## config.mk

```make
export PLATFORM = sky130hd
export DESIGN_NAME = pdcs_regs
export DESIGN_NICKNAME = d
export VERILOG_FILES = /design/src/shared/pdcs_pkg.sv /design/src/hw/pdcs_regs.sv
export SDC_FILE = /design/constraint.sdc
export NUM_CORES = 1
export LEC_CHECK = 0
export ABC_AREA = 1
export BUFFER_PORTS_ARGS = -buffer_cell sky130_fd_sc_hd__buf_2
export CELL_PAD_IN_SITES_DETAIL_PLACEMENT = 0
export CELL_PAD_IN_SITES_GLOBAL_PLACEMENT = 1
export CORE_MARGIN = 4
export CORE_UTILIZATION = 30
export DETAILED_ROUTE_END_ITERATION = 6
export HOLD_SLACK_MARGIN = 0.05
export PLACE_DENSITY_LB_ADDON = 0.12
export SYNTH_ARGS = -nofsm -noshare
export SYNTH_HDL_FRONTEND = slang
export SYNTH_SLANG_ARGS = --single-unit
```

## constraint.sdc

```tcl
create_clock -name CLK -period 2.59 [get_ports CLK]
set_input_delay 0.259 -clock CLK [delete_from_list [all_inputs] [get_ports CLK]]
set_output_delay 0.259 -clock CLK [all_outputs]
set_load 0.01 [all_outputs]
```

## src/shared/pdcs_pkg.sv

```systemverilog
// Package with offsets, field layouts, reset values and carrier types for the device control/status pair.
package pdcs_pkg;

   // Register offsets relative to the express_capability_base, as byte offsets.
   localparam logic [7:0]  DEVICE_CONTROL_OFS = 8'h08;   // device_control_register
   localparam logic [7:0]  DEVICE_STATUS_OFS  = 8'h0A;   // device_status_register

   // Bit positions inside the two 16-bit registers and the capabilities word.
   localparam int unsigned CTRL_FLR_BIT   = 15;          // Write-one reset trigger, reads as zero.
   localparam int unsigned STAT_TP_BIT    = 5;           // transactions_pending.
   localparam int unsigned STAT_AUX_BIT   = 4;           // aux_power_present.
   localparam int unsigned STAT_ERR_MSB   = 3;           // Error flags occupy bits 3:0.
   localparam int unsigned CAP_FLR_BIT    = 28;          // function_reset_capable in the capabilities word.

   // Reset values of the control fields.
   localparam logic [2:0]  READ_REQUEST_SIZE_LIMIT_RESET     = 3'h2;        // read_request_size_limit reset value.
   localparam logic [2:0]  MPS_RESET      = 3'h0;        // max_payload_limit resets to 000b.
   localparam logic        RO_RESET       = 1'h0;        // relaxed_order_enable reset value.
   localparam logic [15:0] STAT_RSVD_MASK = 16'hFFC0;    // Reserved status bits, always read zero.

   // Size encoding: code n means 128 << n bytes.
   localparam logic [12:0] SIZE_BASE_BYTES = 13'h0080;   // 128 bytes for code 000b.
   localparam logic [7:0]  TAG_MASK_WIDE   = 8'hFF;      // 8-bit tag space.
   localparam logic [7:0]  TAG_MASK_NARROW = 8'h1F;      // 5-bit tag space.

   // Control fields in register order; the struct maps exactly onto bits 14:0.
   typedef struct packed {
      logic [2:0] read_request_size_limit;
      logic       no_snoop_enable;
      logic       aux_power_enable;
      logic       phantom_function_enable;
      logic       wide_tag_enable;
      logic [2:0] max_payload_limit;
      logic       relaxed_order_enable;
      logic       unsupported_request_report_enable;
      logic       fatal_error_report_enable;
      logic       nonfatal_error_report_enable;
      logic       correctable_error_report_enable;
   } pdcs_ctrl_s;

   // Error events and flags in status register order, bits 3:0.
   typedef struct packed {
      logic unsupported_request_seen;
      logic fatal_error_seen;
      logic nonfatal_error_seen;
      logic correctable_error_seen;
   } pdcs_err_s;

   // Error message requests towards the message generator.
   typedef struct packed {
      logic err_fatal;
      logic err_nonfatal;
      logic err_cor;
   } pdcs_msg_s;

   // Control reset value assembled from the field reset values.
   localparam pdcs_ctrl_s CTRL_RESET = '{read_request_size_limit: READ_REQUEST_SIZE_LIMIT_RESET, max_payload_limit: MPS_RESET,
                                         relaxed_order_enable: RO_RESET, default: 1'b0};

endpackage

```

## src/hw/pdcs_regs.sv

```systemverilog
// Device control and device status registers of the express capability, with their side logic.
`timescale 1ns/1ps
// How it works
// - Writing one to bit 15 starts function reset.
// - Bit 15 always reads back as zero.
// - Read requests never exceed selected read size.
// - No Snoop attribute only while enabled.
// - Aux power draw only while enabled.
// - Phantom functions used only while enabled.
// - Wide tags only when enabled, else 5-bit.
// - Payload limit field resets to zero, caps transmission.
// - Payload field may be hardwired to zero.
// - Relaxed Ordering attribute only while enabled.
// - Unsupported request enable gates error messages.
// - Fatal enable gates fatal messages.
// - Non-fatal enable gates non-fatal messages.
// - Correctable enable gates correctable messages.
// - Pending bit set while requests outstanding.
// - Pending bit clears only when all finished.
// - Completed function reset clears pending bit.
// - Aux power present bit follows detection.
// - Unsupported request flag set on reception.
// - Severity flags set on matching detected errors.
// - Flags record errors regardless of enables.
// - Function reset capability bit reads one.
module pdcs_regs
   import pdcs_pkg::*;
#(
   parameter logic [14:0] CTRL_WR_MASK = 15'h7FFF,   // One marks a writable control bit, zero a hardwired one.
   parameter int unsigned NP_CNT_W     = 8            // Width of the outstanding request counter.
)(
   input  wire logic        CLK,
   input  wire logic        RESET_N,
   input  wire logic        CFG_WR,
   input  wire logic        CFG_RD,
   input  wire logic [7:0]  CFG_ADDR,
   input  wire logic [1:0]  CFG_BE,
   input  wire logic [15:0] CFG_WDATA,
   output logic      [15:0] CFG_RDATA,
   output logic             CFG_RD_VALID,
   output logic      [31:0] CAP_WORD,
   output pdcs_ctrl_s       DEV_CTRL,
   output logic             FLR_START,
   output logic             FLR_BUSY,
   input  wire logic        FLR_DONE,
   input  wire logic        NP_ISSUE,
   input  wire logic        NP_DONE,
   output logic             TRANSACTIONS_PENDING,
   input  wire logic        AUX_DETECT,
   output logic             AUX_DRAW_OK,
   input  wire pdcs_err_s   ERR_EVT,
   input  wire logic        SERR_EN,
   output pdcs_msg_s        ERR_MSG,
   input  wire logic [12:0] REQ_RD_BYTES,
   output logic             RD_LEN_OK,
   input  wire logic [12:0] TX_PL_BYTES,
   output logic             TX_LEN_OK,
   output logic [12:0]      MAX_PAYLOAD_BYTES,
   output logic [7:0]       TAG_MASK,
   output logic             PHANTOM_OK,
   input  wire logic        WANT_NO_SNOOP,
   output logic             NO_SNOOP_ATTR,
   input  wire logic        WANT_RELAXED,
   output logic             RELAXED_ATTR
);

   // Converts a 3-bit size code into a byte count; codes above 101b saturate at 4096.
   function automatic logic [12:0] size_bytes(input logic [2:0] code);
      logic [2:0] c;
      c = (code > 3'h5) ? 3'h5 : code;
      size_bytes = 13'(SIZE_BASE_BYTES << c);
   endfunction

   pdcs_ctrl_s            ctrl_reg;        // Control fields.
   pdcs_ctrl_s            ctrl_next;
   pdcs_err_s             err_reg;         // Sticky error flags.
   pdcs_err_s             err_next;
   logic                  aux_reg;         // Registered aux power detection.
   logic                  aux_next;
   logic [NP_CNT_W-1:0]   np_cnt_reg;      // Outstanding non-posted requests.
   logic [NP_CNT_W-1:0]   np_cnt_next;
   logic                  flr_start_reg;   // One-cycle reset trigger pulse.
   logic                  flr_start_next;
   logic                  flr_busy_reg;    // Function reset in progress.
   logic                  flr_busy_next;
   pdcs_msg_s             msg_reg;         // Gated error message requests.
   pdcs_msg_s             msg_next;
   logic [15:0]           rdata_reg;       // Read data.
   logic [15:0]           rdata_next;
   logic                  rvalid_reg;      // Read answer strobe.
   logic                  rvalid_next;
   logic                  wr_ctrl;         // Write hits the control register.
   logic                  wr_stat;         // Write hits the status register.
   logic [15:0]           stat_word;       // Assembled status value.
   logic [15:0]           wmask;           // Byte enables spread to bits.

   // Address decode of configuration writes and byte enable expansion.
   always_comb begin
      wr_ctrl = CFG_WR && (CFG_ADDR == DEVICE_CONTROL_OFS);
      wr_stat = CFG_WR && (CFG_ADDR == DEVICE_STATUS_OFS);
      wmask   = {{8{CFG_BE[1]}}, {8{CFG_BE[0]}}};
   end

   // Status word; reserved bits stay zero.
   always_comb begin
      stat_word                           = 16'h0000;
      stat_word[STAT_TP_BIT]              = np_cnt_reg != '0;
      stat_word[STAT_AUX_BIT]             = aux_reg;
      stat_word[STAT_ERR_MSB:0]           = err_reg;
      stat_word                           = stat_word & ~STAT_RSVD_MASK;
   end

   // Next values of control, status, pending counter and function reset state.
   always_comb begin
      ctrl_next      = ctrl_reg;
      err_next       = err_reg;
      np_cnt_next    = np_cnt_reg;
      aux_next       = AUX_DETECT;
      flr_start_next = 1'b0;
      flr_busy_next  = flr_busy_reg;
      if (wr_ctrl) begin
         // Only writable bits in enabled bytes change; hardwired bits keep their reset value.
         ctrl_next = pdcs_ctrl_s'((CFG_WDATA[14:0] & wmask[14:0] & CTRL_WR_MASK)
                                | (ctrl_reg & ~(wmask[14:0] & CTRL_WR_MASK)));
         // The trigger bit is not stored, it only launches the reset.
         flr_start_next = CFG_BE[1] && CFG_WDATA[CTRL_FLR_BIT];
         flr_busy_next  = flr_busy_reg || flr_start_next;
      end
      // Write one clears a flag; a new event in the same cycle wins.
      if (wr_stat && CFG_BE[0]) begin
         err_next = pdcs_err_s'(err_reg & ~CFG_WDATA[STAT_ERR_MSB:0]);
      end
      // Errors are logged whatever the report enables say.
      err_next = pdcs_err_s'(err_next | ERR_EVT);
      // Outstanding count: issue adds, completion or timeout subtracts, saturating both ways.
      if (NP_ISSUE && !NP_DONE && (np_cnt_reg != '1)) begin
         np_cnt_next = np_cnt_reg + 1'b1;
      end else if (NP_DONE && !NP_ISSUE && (np_cnt_reg != '0)) begin
         np_cnt_next = np_cnt_reg - 1'b1;
      end
      // A finished function reset returns the function to its reset state.
      if (FLR_DONE && flr_busy_reg) begin
         ctrl_next     = CTRL_RESET;
         err_next      = '0;
         np_cnt_next   = '0;
         // A trigger written in the same cycle starts the next reset, so busy stays up then.
         flr_busy_next = flr_start_next;
      end
   end

   // Registers for control, status and reset state.
   always_ff @(posedge CLK) begin
      if (!RESET_N) begin
         ctrl_reg      <= CTRL_RESET;
         err_reg       <= '0;
         np_cnt_reg    <= '0;
         aux_reg       <= 1'b0;
         flr_start_reg <= 1'b0;
         flr_busy_reg  <= 1'b0;
      end else begin
         ctrl_reg      <= ctrl_next;
         err_reg       <= err_next;
         np_cnt_reg    <= np_cnt_next;
         aux_reg       <= aux_next;
         flr_start_reg <= flr_start_next;
         flr_busy_reg  <= flr_busy_next;
      end
   end

   // Read path and error message gating.
   always_comb begin
      rvalid_next = CFG_RD;
      rdata_next  = 16'h0000;
      if (CFG_RD && (CFG_ADDR == DEVICE_CONTROL_OFS)) begin
         rdata_next = {1'b0, ctrl_reg};
      end else if (CFG_RD && (CFG_ADDR == DEVICE_STATUS_OFS)) begin
         rdata_next = stat_word;
      end
      // Unsupported requests go out as non-fatal messages under their own enable.
      msg_next.err_fatal    = ERR_EVT.fatal_error_seen
                              && (ctrl_reg.fatal_error_report_enable || SERR_EN);
      msg_next.err_nonfatal = (ERR_EVT.nonfatal_error_seen
                              && (ctrl_reg.nonfatal_error_report_enable || SERR_EN))
                              || (ERR_EVT.unsupported_request_seen
                              && ctrl_reg.unsupported_request_report_enable);
      msg_next.err_cor      = ERR_EVT.correctable_error_seen
                              && ctrl_reg.correctable_error_report_enable;
   end

   // Registers for read data and messages.
   always_ff @(posedge CLK) begin
      if (!RESET_N) begin
         rdata_reg  <= 16'h0000;
         rvalid_reg <= 1'b0;
         msg_reg    <= '0;
      end else begin
         rdata_reg  <= rdata_next;
         rvalid_reg <= rvalid_next;
         msg_reg    <= msg_next;
      end
   end

   // Outputs towards the host side and the function's requester logic.
   always_comb begin
      CFG_RDATA            = rdata_reg;
      CFG_RD_VALID         = rvalid_reg;
      CAP_WORD             = 32'h0000_0000;
      CAP_WORD[CAP_FLR_BIT] = 1'b1;
      DEV_CTRL             = ctrl_reg;
      FLR_START            = flr_start_reg;
      FLR_BUSY             = flr_busy_reg;
      TRANSACTIONS_PENDING = stat_word[STAT_TP_BIT];
      AUX_DRAW_OK          = ctrl_reg.aux_power_enable;
      ERR_MSG              = msg_reg;
      RD_LEN_OK            = REQ_RD_BYTES <= size_bytes(ctrl_reg.read_request_size_limit);
      MAX_PAYLOAD_BYTES    = size_bytes(ctrl_reg.max_payload_limit);
      TX_LEN_OK            = TX_PL_BYTES <= size_bytes(ctrl_reg.max_payload_limit);
      TAG_MASK             = ctrl_reg.wide_tag_enable ? TAG_MASK_WIDE : TAG_MASK_NARROW;
      PHANTOM_OK           = ctrl_reg.phantom_function_enable;
      NO_SNOOP_ATTR        = WANT_NO_SNOOP && ctrl_reg.no_snoop_enable;
      RELAXED_ATTR         = WANT_RELAXED && ctrl_reg.relaxed_order_enable;
   end
endmodule

```

==> flow_metrics.tcl <==
set metrics [dict create \
    cts_hold_buf 0 \
    seqPwrFrac_pct 49.0 \
    numCtsBuffers 5 \
    grt_start_max_net_pins 24 \
    ys_seq_elements 49 \
    synth_cells 382 \
    cts_setup_buffers 0 \
    setup_violations 0 \
    netSwitchingFraction_pct 32.2 \
    clockBufferDepth 2 \
    clock_latency_ps 310 \
    p_switching_w 0.000534 \
    clk_pin_slew_ps 100 \
    grt_pass1_wl_um 11500 \
    synth_top_family_by_area "simple AND/OR/NAND/NOR gates" \
    cts_resized 0 \
    dpl-instance-area_um2 3330 \
    viasPerCell 4.21 \
    synth_edf_count 0 \
    synth_compound_area_share_pct 12.9 \
    overflow 0 \
    synth_top_cells_by_count "52 x nand2_1, 51 x buf_4, 49 x dfxtp_1" \
    syn_area_um2 2840 \
    synth_simple_gate_area_share_pct 22.3 \
    tns_ps 0 \
    internal-power_w 0.00112 \
    core_area_um2 9240 \
    p_leak_nw 1.77 \
    cp_data_required_time_ps 2330 \
    synth_top_area_cell "dfxtp_1" \
    hp-start "AUX_DETECT" \
    fmax_ghz 0.429 \
    cts_tree "yes" \
    die_w_um 105 \
    powerDensity_nw_per_um2 484 \
    cts-root-buf "clkbuf_8" \
    synth_mux_area_share_pct 0 \
    vias 2628 \
    whs_endpoint "aux_reg" \
    ir_drop_mv 0.198 \
    crit_arrival_ps 2070 \
    slew_violations 0 \
    drive_gt1_share_pct 28.5 \
    hold_path_depth 3 \
    gp_congestion 0.827 \
    r2r-end "np_cnt_reg[5]" \
    detail_route.wl_per_cell_um 11.9 \
    ant_nets 0 \
    drtIter0Drc 91 \
    diodes 0 \
    ff2ff_path_depth 12 \
    rrSetupSlack_ps 560 \
    maxCapViolCount 0 \
    dieArea_um2 11100 \
    cts.sink_count 49 \
    synthXorXnorAreaFrac_pct 0.925 \
    combinationalPowerShare_pct 22.0 \
    ys_top_cells_by_area "dfxtp_1 35%, buf_4 13%, ha_1 7.9%, nand2_1 6.9%, nor2_1 6.1%" \
    synth_fa_ha_area_share_pct 8.63 \
    seq_area_frac_synth_pct 34.5 \
    ios 164 \
    hold_class "in -> reg" \
    initial_core_util_pct 30.7 \
    post-dp-hpwl_um 6160 \
    grtUsageTotal_pct 12.7 \
    num_rows 35 \
    async_flop_share_pct 0 \
    relSlewSlack_pct 53.9 \
    grt_pass1_vias 2389 \
    cp_max_fo 6 \
    avgSynthCellArea_um2 7.44 \
    worstMarginPinSlew_ps 690 \
    critPathLaunchType "register" \
    wirelength_um 7450 \
    fin_area_um2 3430 \
    fin_hold_ws_ps 131 \
    portBuffers 118 \
    syn_to_final_growth_pct 20.7 \
    r2r_start "np_cnt_reg[0]" \
    rsz0062_at_grt "no" \
    synth.most_common_cell "nand2_1" \
    fin_skew_ps 9.26 \
    status "complete, no violations" \
    clkPwrFrac_pct 28.9 \
    drc 0 \
    period_share_pct 90.0 \
    critPathCaptureType "output pin" \
    synth_top_area_share_pct 34.5 \
    critPathKind "reg -> out" \
    min_period_ps 2330 \
    die_h_um 105 \
    ys_types 31 \
    synthFlopType "dfxtp_1" \
    yosysWarnings 0 \
    cts_htree_levels 2 \
    hold_viol 0 \
    antenna_found_initial 0 \
    drt_first_pass_iters 4 \
    fin_nets 580 \
]
-- power groups by stage --
| stage | Combinational, W | Sequential (W) | Clock (W) |
|---|---|---|---|
| 3_3_place_gp | 0.000366 | 0.000829 | 0 |
| 5_1_grt | 0.000425 | 0.000818 | 0.000532 |
| 2_1_floorplan | 0.000307 | 0.000824 | 0 |
| 3_5_place_dp | 0.000365 | 0.000830 | 0 |
| 6_report | 0.000366 | 0.000813 | 0.000480 |
| 4_1_cts | 0.000367 | 0.000812 | 0.000498 |
-- layout make-up --
type	count	area, µm²
clock buffer	5	68.8
clock inverter	3	26.3
fill	1023	5810
inverter	43	161
multi-input combinational	277	1440
sequential	49	981
tap	129	161
timing repair buffer	118	591
-- layer usage --
| metal | global-route usage (%) | part of all wire (%) | vias to the layer above |
|---|---|---|---|
| met1 | 16.5 | 45 | 1162 |
| met4 | 3.09 | 0.76 | 0 |
| met2 | 20.9 | 46 | 102 |
| met3 | 3.43 | 8.3 | 5 |
| met5 | 0 | 0 | - |
| li1 | - | - | 1359 |
-- worst max-delay path by stage --
stage | from | to | slack (ps) | cells after the start
detailed placement | np_cnt_reg[0] | np_cnt_reg[5] | 570 | 12
CTS | register | TX_LEN_OK | 220 | 10
global placement | register | TX_LEN_OK | 530 | 10
floorplan | register | TX_LEN_OK | 680 | 9
finish | register | TX_LEN_OK | 260 | 12
global route | register | TX_LEN_OK | 80 | 10
-- per-stage QoR --
stage | cells | total power (W) | worst slack [ps] | util (%)
6_report | 624 | 0.00166 | 258 | 37.1
2_1_floorplan | 425 | 0.00113 | 680 | -
3_5_place_dp | 616 | 0.00119 | 567 | 36.1
3_3_place_gp | 616 | 0.00120 | 535 | 36.1
4_1_cts | 624 | 0.00168 | 217 | 37.1
5_1_grt | 624 | 0.00178 | 80.2 | 37.1
-- critical path: stages (launching register included) --
cell	delay (ps)
dfxtp_1	420
inv_1	100
nor2_1	90
inv_1	50
nor2_1	170
inv_1	70
ha_1	280
nand2_1	50
nor2_1	130
o21ai_0	100
o211ai_1	100
nand2_1	70
buf_2	140
-- logic make-up (layout without fill, tap and decap cells) --
| logic type | Yosys count | after routing |
|---|---|---|
| AOI/OAI and AO/OA | 68 | 68 |
| xor gates and xnor gates | 3 | 3 |
| buffers and inverters | 99 | 169 |
| adders and majority gates | 19 | 19 |
| DFF | 49 | 49 |
| and+or+nand+nor | 142 | 142 |
| other | 2 | 45 |
-- cell usage in the layout (no fill, tap or decap), types with 2 or more instances in the layout --
cell type / synthesis / routed
o21ai_2: 3 / 3
dfxtp_1: 49 / 49
conb_1: 2 / 45
nor2_1: 46 / 46
nand4_1: 4 / 4
buf_2: 2 / 118
inv_1: 43 / 43
nand3_1: 17 / 17
clkbuf_8: 0 / 5
o211ai_1: 2 / 2
o21ai_0: 30 / 30
nor3_1: 9 / 9
ha_1: 18 / 18
nand2_1: 52 / 52
xor2_1: 2 / 2
nand3_2: 4 / 4
nand2_2: 3 / 3
nand3b_1: 2 / 2
nor2_2: 2 / 2
clkinvlp_4: 0 / 2
a21oi_1: 29 / 29
Note: power is estimated with default switching activity, not from simulation.
